### config.mk
export PLATFORM = sky130hd
export DESIGN_NAME = chained_pwm_pulse_timers
export DESIGN_NICKNAME = d
export VERILOG_FILES = /design/src/design/timer_pkg.sv /design/src/design/chained_pwm_pulse_timers.sv /design/src/design/pwm_channel.sv
export VERILOG_INCLUDE_DIRS = /design/src /design/src/design
export SDC_FILE = /design/constraint.sdc
export NUM_CORES = 2
export LEC_CHECK = 0
export BUFFER_PORTS_ARGS = -buffer_cell sky130_fd_sc_hd__buf_4
export CAP_MARGIN = 10
export CELL_PAD_IN_SITES_DETAIL_PLACEMENT = 0
export CELL_PAD_IN_SITES_GLOBAL_PLACEMENT = 1
export CORE_ASPECT_RATIO = 1.75
export CORE_MARGIN = 2
export CORE_UTILIZATION = 50
export DETAILED_ROUTE_END_ITERATION = 16
export HOLD_SLACK_MARGIN = 0.05
export PLACE_DENSITY_LB_ADDON = 0.1
export SLEW_MARGIN = 20
export SYNTH_ARGS = -nofsm -noshare
export SYNTH_HDL_FRONTEND = slang
export SYNTH_SLANG_ARGS = --single-unit
### constraint.sdc
create_clock -name clock_in -period 24.5 [get_ports clock_in]
set_input_delay 2.45 -clock clock_in [delete_from_list [all_inputs] [get_ports clock_in]]
set_output_delay 2.45 -clock clock_in [all_outputs]
set_load 0.05 [all_outputs]
### src/design/timer_map.svh
/*
 * register offsets, field positions, reset values and timing counts of the
 * chained pwm / pulse timers; assumes inclusion by bare name from design files.
 */
//
// Contract
// - master control: period select bits 5:2, mode bit 0, bits 7,6,1 reserved read-only
// - period codes 0..11 give 4,8,20,30,50,100,200,400,800 ms, 1,2,4 s
// - second/third control: period select bits 5:2, two-bit mode bits 1:0, 7:6 reserved
// - master mode 0 is pwm, on-time equals duty times period over 255
// - master mode 1 gives duty times base unit pulse at selected period
// - every timer has eight-bit read-write duty register; master duty at 51h
// - second duty at 53h, third control at 54h after master pair
// - slave-capable timers: mode 00 pwm, mode 01 pulse at selected period
// - second timer mode 10 starts its pulse at master pulse start
// - second timer mode 11 starts its pulse at master pulse end
// - third timer mode 10 starts its pulse at master pulse start
// - third timer mode 11 starts its pulse at second timer pulse end
// - base unit 100 us; on-time beyond period keeps output on
// - autonomous pulse mode holds output off for the first full period; code keeps it off until one tick after the first counter wrap
// - slave ignores own period select, inherits period up the chain
// - slaves still triggered when master duty is zero
`ifndef TIMER_MAP_SVH
`define TIMER_MAP_SVH

`define MASTER_CTRL_OFS     7'h50
`define MASTER_DUTY_OFS     7'h51
`define SECOND_CTRL_OFS     7'h52
`define SECOND_DUTY_OFS     7'h53
`define THIRD_CTRL_OFS      7'h54
`define THIRD_DUTY_OFS      7'h55

`define PERIOD_SEL_MSB      5
`define PERIOD_SEL_LSB      2
`define MODE_MSB            1
`define MODE_LSB            0

`define CTRL_RESET          8'h00
`define DUTY_RESET          8'h00

`define CLK_MHZ             125
`define BASE_UNIT_US        100
`define TICK_CYCLES         (`BASE_UNIT_US * `CLK_MHZ)
`define DUTY_FULL_SCALE     8'hff
`define LAST_PERIOD_CODE    4'hb

`endif

### src/design/timer_pkg.sv
/*
 * types shared by the chained timers; assumes timer_map.svh for the numbers.
 */
package timer_pkg;

	// timer operating mode as held in the control register
	typedef enum logic [1:0] {
		mode_pwm      = 2'h0,
		mode_pulse    = 2'h1,
		mode_sync     = 2'h2,
		mode_follower = 2'h3
	} timer_mode_t;

	// one register access from the programming port
	typedef struct packed {
		logic       wr;
		logic       rd;
		logic [6:0] addr;
		logic [7:0] wdata;
	} reg_req_t;

	// events a timer offers to the next in the chain
	typedef struct packed {
		logic        start;
		logic        stop;
		logic [15:0] period;
	} chain_t;

endpackage

### src/design/chained_pwm_pulse_timers.sv
/*
 * three chained pwm / pulse timers with their control and duty registers;
 * assumes a same-clock register port and drivers that take the waves.
 */
`timescale 1ns/1ps
`default_nettype none
`include "timer_map.svh"

module chained_pwm_pulse_timers
	import timer_pkg::*;
#(
	parameter int TICK_CYCLES = `TICK_CYCLES
)(
	input  wire logic     clock_in,
	input  wire logic     rst_in,
	input  wire reg_req_t req_in,
	output logic [7:0]    rdata_out,
	output logic          rvalid_out,
	output logic [2:0]    high_voltage_io_out
);

	// period code to base ticks; unknown codes take the longest
	function automatic logic [15:0] period_ticks(input logic [3:0] code);
		case (code)
			4'h0:    period_ticks = 16'd40;
			4'h1:    period_ticks = 16'd80;
			4'h2:    period_ticks = 16'd200;
			4'h3:    period_ticks = 16'd300;
			4'h4:    period_ticks = 16'd500;
			4'h5:    period_ticks = 16'd1000;
			4'h6:    period_ticks = 16'd2000;
			4'h7:    period_ticks = 16'd4000;
			4'h8:    period_ticks = 16'd8000;
			4'h9:    period_ticks = 16'd10000;
			4'ha:    period_ticks = 16'd20000;
			default: period_ticks = 16'd40000;
		endcase
	endfunction

	// stored control bits as seen on a read; reserved top bits read zero
	function automatic logic [7:0] ctrl_image(input logic [5:0] ctrl);
		ctrl_image = {2'h0, ctrl};
	endfunction

	logic [5:0]  master_ctrl_ff;
	logic [7:0]  master_duty_ff;
	logic [5:0]  second_ctrl_ff;
	logic [7:0]  second_duty_ff;
	logic [5:0]  third_ctrl_ff;
	logic [7:0]  third_duty_ff;
	logic [15:0] tick_cnt_ff;
	logic        tick_ff;
	logic [7:0]  nxt_rdata;
	logic        wr_master_ctrl;
	logic        wr_master_duty;
	logic        wr_second_ctrl;
	logic        wr_second_duty;
	logic        wr_third_ctrl;
	logic        wr_third_duty;
	chain_t      master_chain;
	chain_t      second_chain;
	chain_t      third_chain;
	logic [2:0]  waves;
	timer_mode_t master_mode;
	timer_mode_t second_mode;
	timer_mode_t third_mode;
	logic        second_trig;
	logic        third_trig;
	logic [15:0] third_up_period;
	logic [15:0] master_period;
	logic [15:0] second_period;
	logic [15:0] third_period;

	// write decode
	assign wr_master_ctrl = req_in.wr && req_in.addr == `MASTER_CTRL_OFS;
	assign wr_master_duty = req_in.wr && req_in.addr == `MASTER_DUTY_OFS;
	assign wr_second_ctrl = req_in.wr && req_in.addr == `SECOND_CTRL_OFS;
	assign wr_second_duty = req_in.wr && req_in.addr == `SECOND_DUTY_OFS;
	assign wr_third_ctrl  = req_in.wr && req_in.addr == `THIRD_CTRL_OFS;
	assign wr_third_duty  = req_in.wr && req_in.addr == `THIRD_DUTY_OFS;

	// register file; reserved bits are not stored
	always_ff @(posedge clock_in) begin
		if (rst_in) begin
			master_ctrl_ff <= 6'(`CTRL_RESET);
			master_duty_ff <= `DUTY_RESET;
			second_ctrl_ff <= 6'(`CTRL_RESET);
			second_duty_ff <= `DUTY_RESET;
			third_ctrl_ff  <= 6'(`CTRL_RESET);
			third_duty_ff  <= `DUTY_RESET;
		end else begin
			if (wr_master_ctrl) master_ctrl_ff <= {req_in.wdata[5:2], 1'b0, req_in.wdata[0]};
			if (wr_master_duty) master_duty_ff <= req_in.wdata;
			if (wr_second_ctrl) second_ctrl_ff <= req_in.wdata[5:0];
			if (wr_second_duty) second_duty_ff <= req_in.wdata;
			if (wr_third_ctrl)  third_ctrl_ff  <= req_in.wdata[5:0];
			if (wr_third_duty)  third_duty_ff  <= req_in.wdata;
		end
	end

	// read mux; reserved bits and unmapped offsets read zero
	always_comb begin
		case (req_in.addr)
			`MASTER_CTRL_OFS: nxt_rdata = ctrl_image(master_ctrl_ff);
			`MASTER_DUTY_OFS: nxt_rdata = master_duty_ff;
			`SECOND_CTRL_OFS: nxt_rdata = ctrl_image(second_ctrl_ff);
			`SECOND_DUTY_OFS: nxt_rdata = second_duty_ff;
			`THIRD_CTRL_OFS:  nxt_rdata = ctrl_image(third_ctrl_ff);
			`THIRD_DUTY_OFS:  nxt_rdata = third_duty_ff;
			default:          nxt_rdata = 8'h00;
		endcase
	end

	// read answer one cycle after the request
	always_ff @(posedge clock_in) begin
		if (rst_in) begin
			rdata_out  <= 8'h00;
			rvalid_out <= 1'b0;
		end else begin
			rdata_out  <= req_in.rd ? nxt_rdata : 8'h00;
			rvalid_out <= req_in.rd;
		end
	end

	// shared 100 us time base for all channels
	always_ff @(posedge clock_in) begin
		if (rst_in) begin
			tick_cnt_ff <= 16'h0000;
			tick_ff     <= 1'b0;
		end else begin
			tick_ff     <= tick_cnt_ff == 16'(TICK_CYCLES - 1);
			tick_cnt_ff <= (tick_cnt_ff == 16'(TICK_CYCLES - 1)) ? 16'h0000 : tick_cnt_ff + 16'h0001;
		end
	end

	// modes; master has only the two autonomous choices
	assign master_mode = timer_mode_t'({1'b0, master_ctrl_ff[`MODE_LSB]});
	assign second_mode = timer_mode_t'(second_ctrl_ff[`MODE_MSB:`MODE_LSB]);
	assign third_mode  = timer_mode_t'(third_ctrl_ff[`MODE_MSB:`MODE_LSB]);

	// own periods of each channel, decoded from the period code field
	assign master_period = period_ticks(master_ctrl_ff[`PERIOD_SEL_MSB:`PERIOD_SEL_LSB]);
	assign second_period = period_ticks(second_ctrl_ff[`PERIOD_SEL_MSB:`PERIOD_SEL_LSB]);
	assign third_period  = period_ticks(third_ctrl_ff[`PERIOD_SEL_MSB:`PERIOD_SEL_LSB]);

	// chain triggers
	// every trigger is born on a tick edge, so the slaves count in step
	// with the timer above; a slave keeps running after its first trigger
	// even when the upstream duty is zero, since start still pulses then
	assign second_trig = (second_mode == mode_sync) ? master_chain.start : master_chain.stop;
	assign third_trig  = (third_mode == mode_sync) ? master_chain.start : second_chain.stop;
	assign third_up_period = (third_mode == mode_sync) ? master_chain.period : second_chain.period;

	pwm_channel u_master (
		.clock_in      (clock_in),
		.rst_in        (rst_in),
		.tick_in       (tick_ff),
		.mode_in       (master_mode),
		.own_period_in (master_period),
		.duty_in       (master_duty_ff),
		.trig_in       (1'b0),
		.up_period_in  (16'h0000),
		.chain_out     (master_chain),
		.wave_out      (waves[0])
	);

	pwm_channel u_second (
		.clock_in      (clock_in),
		.rst_in        (rst_in),
		.tick_in       (tick_ff),
		.mode_in       (second_mode),
		.own_period_in (second_period),
		.duty_in       (second_duty_ff),
		.trig_in       (second_trig),
		.up_period_in  (master_chain.period),
		.chain_out     (second_chain),
		.wave_out      (waves[1])
	);

	pwm_channel u_third (
		.clock_in      (clock_in),
		.rst_in        (rst_in),
		.tick_in       (tick_ff),
		.mode_in       (third_mode),
		.own_period_in (third_period),
		.duty_in       (third_duty_ff),
		.trig_in       (third_trig),
		.up_period_in  (third_up_period),
		.chain_out     (third_chain),
		.wave_out      (waves[2])
	);

	// waves pass one output flop so every top output leaves a local register;
	// the extra cycle is the same on all three, so chain phases are kept
	always_ff @(posedge clock_in) begin
		if (rst_in) begin
			high_voltage_io_out <= 3'h0;
		end else begin
			high_voltage_io_out <= waves;
		end
	end

endmodule // chained_pwm_pulse_timers

`default_nettype wire

### src/design/pwm_channel.sv
/*
 * one pwm / pulse timer channel; assumes a one-cycle base tick shared with
 * the other channels and a trigger aligned to that tick.
 */
`timescale 1ns/1ps
`default_nettype none
`include "timer_map.svh"

module pwm_channel
	import timer_pkg::*;
(
	input  wire logic        clock_in,
	input  wire logic        rst_in,
	input  wire logic        tick_in,
	input  wire timer_mode_t mode_in,
	input  wire logic [15:0] own_period_in,
	input  wire logic [7:0]  duty_in,
	input  wire logic        trig_in,
	input  wire logic [15:0] up_period_in,
	output chain_t           chain_out,
	output logic             wave_out
);

	logic [15:0] cnt_ff;
	logic [15:0] nxt_cnt;
	logic        first_ff;
	logic        running_ff;
	logic        wave_ff;
	logic        nxt_wave;
	logic        wave_step;
	logic        chain_start;
	logic        slave;
	logic        wrap;
	logic [15:0] period;
	logic [23:0] pwm_lhs;
	logic [23:0] pwm_rhs;

	// slaves take the period of the timer above them
	assign slave  = mode_in[1];
	assign period = slave ? up_period_in : own_period_in;
	assign wrap   = tick_in && !slave && (cnt_ff >= period - 16'h0001);

	// next count: restart on wrap or trigger, else step on tick
	assign nxt_cnt = (slave && trig_in) || wrap ? 16'h0000 :
		(tick_in && cnt_ff != 16'hffff) ? cnt_ff + 16'h0001 : cnt_ff;

	// pwm compare: cnt*255 < duty*period
	assign pwm_lhs = 24'(nxt_cnt) * 24'(`DUTY_FULL_SCALE);
	assign pwm_rhs = 24'(duty_in) * 24'(period);

	// waveform of the coming cycle
	always_comb begin
		case (mode_in)
			mode_pwm:   nxt_wave = pwm_lhs < pwm_rhs;
			mode_pulse: nxt_wave = !(first_ff || (wrap && first_ff)) &&
				(nxt_cnt < 16'(duty_in) || 16'(duty_in) >= period);
			default:    nxt_wave = (running_ff || trig_in) &&
				(nxt_cnt < 16'(duty_in) || 16'(duty_in) >= period);
		endcase
	end

	// wave moves only on a tick, so register writes never cut a pulse off-grid
	assign wave_step = tick_in ? nxt_wave : wave_ff;

	// counter and state flops; count and wave step on the shared tick, first_ff and running_ff also follow mode writes at once
	always_ff @(posedge clock_in) begin
		if (rst_in) begin
			cnt_ff     <= 16'h0000;
			first_ff   <= 1'b1;
			running_ff <= 1'b0;
			wave_ff    <= 1'b0;
		end else begin
			cnt_ff     <= nxt_cnt;
			first_ff   <= (mode_in == mode_pulse) ? (first_ff && !wrap) : 1'b1;
			running_ff <= slave && (running_ff || trig_in);
			wave_ff    <= wave_step;
		end
	end

	// period start, and end of pulse (zero-length pulse ends at its start)
	assign chain_start = wrap || (slave && trig_in);
	assign chain_out   = '{start: chain_start,
		stop: (wave_ff && !wave_step) || (chain_start && !wave_step && !wave_ff),
		period: period};
	assign wave_out    = wave_ff;

endmodule // pwm_channel

`default_nettype wire

Word-level counts from Yosys, hierarchy flattened
Memory sizes are Yosys's and may differ from the RTL's. A register that Yosys moved wholly into a read port is not among the register bits.
Index checks and enable logic that the tools add are counted.
Word-level totals
  register bits after elaboration: 126
  ROM bits: 672
  output and inout port bits: 12
  memories kept: 3
Memory list
  (no name shown): words 16, bits a word 14, read ports 1, clocked after memory_dff 1, wr ports 0, line chained_pwm_pulse_timers.sv:24  | case (code)
  (no name shown): words 16, bits a word 14, read ports 1, clocked after memory_dff 1, wr ports 0, line chained_pwm_pulse_timers.sv:24
  (no name shown): words 16, bits a word 14, read ports 1, clocked after memory_dff 1, wr ports 0, line chained_pwm_pulse_timers.sv:24
Operators by class
  add/subtract/negate cells: 7
  multiply operators: 6
  magnitude comparators: 12
  equality and inequality tests: 14
  multiplexer cells: 23
  bitwise operators: 4
  reductions and logical operators: 67
Operators by type and width (count)
  $mux W16: 9
  $lt A24 B24 Y1: 3
  $mul A16 B8 Y24 const B: 3
  $mul A8 B16 Y24: 3
  $add A16 B1 Y16 const B: 4
  $ge A16 B16 Y1: 3
  $ge A8 B16 Y1: 3
  $lt A16 B8 Y1: 3
  $ne A16 B16 Y1 const B: 3
  $pmux W8 S6: 1
  $sub A16 B1 Y16 const B: 3
  $eq A7 B7 Y1 const B: 6
  $logic_and A1 B1 Y1: 35
  $mux W4: 6
  $eq A16 B14 Y1 const B: 1
  $logic_not A1 Y1: 12
  $logic_or A1 B1 Y1: 12
  $reduce_or A2 Y1: 5
  $logic_not A2 Y1: 3
  $pmux W1 S2: 3
  $eq A2 B1 Y1 const B: 2
  $eq A2 B2 Y1 const B: 2
  $mux W1: 4
  $not A1 Y1: 4

Depth between registers and ports, before layout
  depth after elaboration: 34
  mapped depth: 96

Modules after synthesis
Synthesis repeated with hierarchy kept, for this count alone.
Unflattened totals
  cells, all modules: 3896
  area, all modules: 33883.7 µm²
Modules (own cells, without submodules)
  pwm_channel at u_second: times used 1, cells each 1146, area an instance 9713.1 µm²
  pwm_channel at u_master: times used 1, cells each 1132, area an instance 9660.5 µm²
  pwm_channel at u_third: times used 1, cells each 1111, area an instance 9497.9 µm²
  chained_pwm_pulse_timers: times used 1, cells each 507, area an instance 5012.3 µm²

Worst setup path after synthesis
OpenSTA, ideal clock, no wires.
  kind: register -> register
  from: reg master_period[6] (netlist name)
  to: reg u_third.wave_ff, in the netlist u_third.wave_out
  library setup time: 0.135 ns
  arrival time: 20.197 ns
  required time: 24.365 ns
  path slack: 4.168 ns
  stages on the path, launching flop included: 90
  path buffers: 4
  path through: dfxtp_1 > clkbuf_1 > nor3_1 > nand3_1 > nor3_1 > nand2_1 > nor3_1 > xnor2_1 > ha_1 > nand4_1 > a211o_1 > a21oi_1 > nor3_1 > clkbuf_1 > o21ai_0 > inv_1 > fa_1 > inv_1 > [54 not listed] > inv_1 > fa_1 > inv_1 > ha_1 > or3_1 > o211ai_1 > a31oi_1 > a41oi_1 > nor2b_1 > xnor2_1 > ha_1 > nand4_1 > a311o_1 > a21oi_1 > o311ai_0 > a21oi_1 > nand2b_1 > o211ai_1
Between the ends
  longest elaborated chain between the ends: 34
  elaborated cells on any way between the ends: 70
Ends and longest elaborated chain
  $sub A16 B1 Y16 *: line pwm_channel.sv:41  | assign wrap = tick_in && !slave && (cnt_ff >= period - 16'h0001);
  $ge A16 B16 Y1 *: line pwm_channel.sv:41
  $logic_and A1 B1 Y1 *: line pwm_channel.sv:41
  $mux W16 *: line pwm_channel.sv:44  | assign nxt_cnt = (slave && trig_in) || wrap ? 16'h0000 :
  net u_master.nxt_cnt[5]: line pwm_channel.sv:25  | logic [15:0] nxt_cnt;
  parallel branches: the longest is 3 deep, another holds $mul A16 B8 Y24
  $pmux W1 S2 *: line pwm_channel.sv:53  | case (mode_in)
  $mux W1 *: line pwm_channel.sv:63  | assign wave_step = tick_in ? nxt_wave : wave_ff;
  $logic_not A1 Y1 *: line pwm_channel.sv:83  | stop: (wave_ff && !wave_step) || (chain_start && !wave_step && !wave_ff),
  $logic_and A1 B1 Y1 (2 in a row): line pwm_channel.sv:83
  $logic_or A1 B1 Y1 *: line pwm_channel.sv:83
  $mux W1 *: line chained_pwm_pulse_timers.sv:150  | assign second_trig = (second_mode == mode_sync) ? master_chain.start : master_chain.stop;
  parallel branches: the longest is 11 deep, another holds $mul A16 B8 Y24
  $logic_or A1 B1 Y1 *: line pwm_channel.sv:83
  $mux W1 *: line chained_pwm_pulse_timers.sv:151  | assign third_trig = (third_mode == mode_sync) ? master_chain.start : second_chain.stop;
  parallel branches: the longest is 6 deep, another holds $mul A16 B8 Y24
  $pmux W1 S2 *: line pwm_channel.sv:53
  end signal, assigned: line pwm_channel.sv:76  | wave_ff <= wave_step;
  end, declared: line pwm_channel.sv:28  | logic wave_ff;
Mark *: on every way through the listed nets, which the timed path passes.
A chain may end at the register's enable or synchronous reset.

Worst setup path after layout
  from: reg master_period[3] (netlist name)
  to: reg u_third.wave_ff, in the netlist u_third.wave_out
Between the ends
  longest elaborated chain between the ends: 34
  elaborated cells on any way between the ends: 70
Ends and longest elaborated chain (line)
  $sub A16 B1 Y16 *: pwm_channel.sv:41
  $ge A16 B16 Y1 *: pwm_channel.sv:41
  $logic_and A1 B1 Y1 *: pwm_channel.sv:41
  $mux W16 *: pwm_channel.sv:44
  net u_master.nxt_cnt[6]: pwm_channel.sv:25
  parallel branches: the longest is 3 deep, another holds $mul A16 B8 Y24
  $pmux W1 S2 *: pwm_channel.sv:53
  $mux W1 *: pwm_channel.sv:63
  $logic_not A1 Y1 *: pwm_channel.sv:83
  $logic_and A1 B1 Y1 (2 in a row): pwm_channel.sv:83
  $logic_or A1 B1 Y1 *: pwm_channel.sv:83
  $mux W1 *: chained_pwm_pulse_timers.sv:150
  parallel branches: the longest is 11 deep, another holds $mul A16 B8 Y24
  $logic_or A1 B1 Y1 *: pwm_channel.sv:83
  $mux W1 *: chained_pwm_pulse_timers.sv:151
  parallel branches: the longest is 6 deep, another holds $mul A16 B8 Y24
  $pmux W1 S2 *: pwm_channel.sv:53
Marked as above.

==> impl_results.md <==
* Final ANT Viol Nets at 0
* Hold wc startpoint: tick_cnt_ff[0]$_SDFF_PP0_
* Slowest-stage cell, CP: fa_1
* Reg-to-Reg End: u_third.wave_out$_SDFFE_PP0P_
* GP Congestion at 0.929
* Via/cell ratio at ~5.6
* Post-Place Cell Area at approximately 32000 um^2
* TritonCTS Buffers at 17
* Switching power at roughly 0.15 mW
* First-pass GRT wire length at ~140000 um
* Number of synthesized flops with an enable pin at 0
* Width of the die at between 150 and 200 um
* Minimum clock period at about 23 ns
* Ys Warns at 0
* Pwr Total at 0.568 mW
* Setup_tns at 0 ns
* DRT iter0 DRCs at between 900 and 1000
* Port Buffers at 30
* Placed Cells at around 4400
* FFs w/ async S/R, synth at 0
* Antenna violations before repair at 0
* Die Span Y at between 300 and 400 um
* Pint at 0.420 mW
* Worst Setup End Kind: flop
* Vias at roughly 25000
* Cells after synthesis at between 3000 and 4000
* Clock network power share at 0.482
* Setup violators final at 0
* Root Buffer: clkbuf_16
* Cell area after synthesis at between 30000 and 40000 um^2
* Post-synthesis sequential area ratio at 0.108
* Final slew viol count at 0
* Slew @ Worst Pin at around 1.1 ns
* Drt pass-1 iters at 5
* DRC errors left at 0
* Clk sink count at ~170
* Part of the power in combinational logic at 0.033
* Maximum vdd drop at 47.6 uV
* CTS tree: done
* Total GRT Usage at 0.297
* Layout cells sized above 1 at 0.0501
* R2r worst-path depth at 86
* Crit path max fanout at 43
* Hold depth at 1
* P_leak at between 15 and 20 nW
* Distinct cells, synth at 87
* Worst EP required at between 20 and 25 ns
* MaxCap Viol Count at 0
* CP Launch Point: master_period[3]$_SDFF_PP0_
* Total Wirelength at about 92000 um
* Reg2Reg Setup Slack at 1.78 ns
* Number of global-route vias before repair at between 20000 and 30000
* CTS H-tree lvls at 4
* RSZ-0062 raised after global routing: false
* Number of synthesized register bits at ~170
* Clock slew seen by the registers of the worst setup and hold paths at roughly 0.08 ns
* Total global routing overflow at 0
* Tcrit/Tclk final at 0.927
* Startpoint Class: flop
* Power density cells at 17.3 nW/um^2
* Syn nets at ~4600
* Multi-input logic area at 24900 um^2
* Core area at about 62000 um^2
* Worst slew margin at 0.257
* Clock Path Buffers at 2
* Rows at between 100 and 150
* Final worst slack at about 1.8 ns
* Nets at 4544
* FF-to-FF Start: master_period[3]$_SDFF_PP0_
* Post-route non-filler standard cell count at roughly 4500
* Hold_ws at 0.474 ns
* Wire per inst at 20.6 um
* I/O pin count at 31
* Switching power share of the total at 0.261
* Place WS at 1.07 ns
* Sequential fraction of design power at 0.484
* Final Hold Viols at 0
* Average cell area after synthesis at between 8 and 9 um^2
* Starting Density at 0.503
* Max incr delay on CP at roughly 0.67 ns
* CP Class: reg -> reg
* Min-Delay Endpoint: tick_cnt_ff[0]$_SDFF_PP0_
* Fmax at roughly 44 MHz
* Clock Latency Late Sink at approximately 0.46 ns
* Area occupied by registers at ~3400 um^2
* Final core occ at 0.531
* Fillers at 5890
* Worst min path class: reg -> reg
* Status: finished clean
* Die ar. at 64300 um^2
* Dpl hpwl at around 78000 um
* Area growth, synth to finish at 5.57%
* Antenna cells at 0
* Crit path DAT at approximately 23 ns
* Final setup skew at around 0.013 ns
* Main synth FF type: dfxtp_1
* Pin count of the biggest net entering global routing at slightly above 60
* Final instance area at 32900 um^2
## worst max-delay path, delay by kind of cell, from the launching register on
| kind | cells | cell delay, ns |
|---|---|---|
| AO/OA/AOI/OAI | 32 | 7.72 |
| XOR/XNOR | 4 | 0.52 |
| adder cells (fa/ha/maj) | 20 | 8.46 |
| buffers and inverters | 13 | 1.12 |
| flip-flops | 1 | 0.38 |
| AND/OR/NAND/NOR | 17 | 4.30 |
## cells in the mapped netlist (all sizes together), types with 6 or more instances
cell,n,area (um^2)
inv,653,2450
ha,462,5780
fa,424,8490
nand2,325,1220
nor2,324,1220
dfxtp,168,3360
xnor2,147,1300
a21oi,142,711
o21ai,107,536
nand3,92,465
clkbuf,83,312
nor3,81,405
and2,77,482
xor2,58,508
mux2i,47,487
a21o,45,345
or2,43,269
and3,27,169
nor2b,27,169
nand4,24,150
or3,24,150
a211oi,23,173
nand2b,22,138
o211ai,22,165
buf,18,111
o21a,16,120
mux2,13,146
clkinv,11,41.3
a31oi,10,62.6
a2111oi,9,78.8
nor3b,9,72.6
nor4,9,62.6
a211o,8,70.1
a31o,8,70.1
o21bai,7,56.3
o31ai,7,66.3
o31a,6,70.1
## registers in the layout (all words and copies together) (netlist names), 3 cells and up
register,count
high_voltage_io_out,3
u_second.cnt_ff,16
u_master.cnt_ff,16
master_ctrl_ff,5
second_ctrl_ff,6
second_duty_ff,8
master_duty_ff,8
third_ctrl_ff,6
third_period,14
rdata_out,8
u_third.cnt_ff,16
second_period,14
tick_cnt_ff,16
master_period,14
third_duty_ff,8
## power groups by stage
| stage | Clock [mW] | Combinational [mW] | Sequential [mW] |
|---|---|---|---|
| 2_1_floorplan | 0 | 0.0107 | 0.281 |
| 3_5_place_dp | 0 | 0.0190 | 0.281 |
| 5_1_grt | 0.288 | 0.0206 | 0.275 |
| 3_3_place_gp | 0 | 0.0188 | 0.281 |
| 4_1_cts | 0.280 | 0.0191 | 0.275 |
| 6_report | 0.274 | 0.0189 | 0.275 |
## cells by family after synthesis
| kind of cell | Yosys count | share of synthesized area |
|---|---|---|
| xor+xnor | 205 | 0.0579 |
| simple gates | 1106 | 0.167 |
| mux | 60 | 0.0203 |
| flops | 168 | 0.108 |
| buf+inv | 765 | 0.0937 |
| compound gates | 458 | 0.0949 |
| fa+ha+maj | 886 | 0.458 |
## cell type report
| cell class | count | area share |
|---|---|---|
| clock buffers | 19 | 0.0138 |
| repair buffers | 73 | 0.0167 |
| inverters | 664 | 0.0759 |
| multi-input cells | 2715 | 0.757 |
| well taps | 799 | 0.0304 |
| flip-flops and latches | 168 | 0.102 |
| clock inverters | 13 | 0.00362 |
## what timing repair did
action / CTS / global route
hold buffers: 0 / 0
setup endpoints to repair: 0 / 1
buffers inserted: 0 / 0
resized for setup: 0 / 4
## worst max-delay path by stage
stage / end / slack, ns / cells after the start
3_3_place_gp: u_third.wave_out$_SDFFE_PP0P_ / 1.36 / 85
3_5_place_dp: u_third.wave_out$_SDFFE_PP0P_ / 1.07 / 84
2_1_floorplan: u_third.wave_out$_SDFFE_PP0P_ / 4.17 / 89
4_1_cts: u_third.wave_out$_SDFFE_PP0P_ / 1.0 / 84
5_1_grt: u_third.wave_out$_SDFFE_PP0P_ / 0.14 / 86
6_report: u_third.wave_out$_SDFFE_PP0P_ / 1.78 / 86
## placed cells by master, fill, tap and decap left out, drive strengths merged, types with 5 or more instances in the layout
cell type,netlist,layout
inv,653,664
ha,462,462
fa,424,424
nand2,325,325
nor2,324,324
dfxtp,168,168
xnor2,147,147
a21oi,142,142
o21ai,107,107
nand3,92,92
nor3,81,81
and2,77,77
buf,18,73
xor2,58,58
mux2i,47,47
a21o,45,45
or2,43,43
nor2b,27,27
and3,27,27
or3,24,24
nand4,24,24
a211oi,23,23
o211ai,22,22
nand2b,22,22
clkbuf,83,19
o21a,16,16
mux2,13,13
clkinv,11,12
a31oi,10,10
a2111oi,9,9
nor4,9,9
nor3b,9,9
a211o,8,8
a31o,8,8
o31ai,7,7
o21bai,7,7
o31a,6,6
a41oi,5,5
a22oi,5,5
nor4b,5,5
## per-layer routing
layer / vias up / GRT usage / share of wire
met5: - / 0 / 0
met4: 0 / 0.207 / 0.083
met3: 273 / 0.0243 / 0.024
met2: 536 / 0.595 / 0.57
met1: 12300 / 0.272 / 0.32
li1: 11700 / - / -
(Power assumes the default switching activity.)
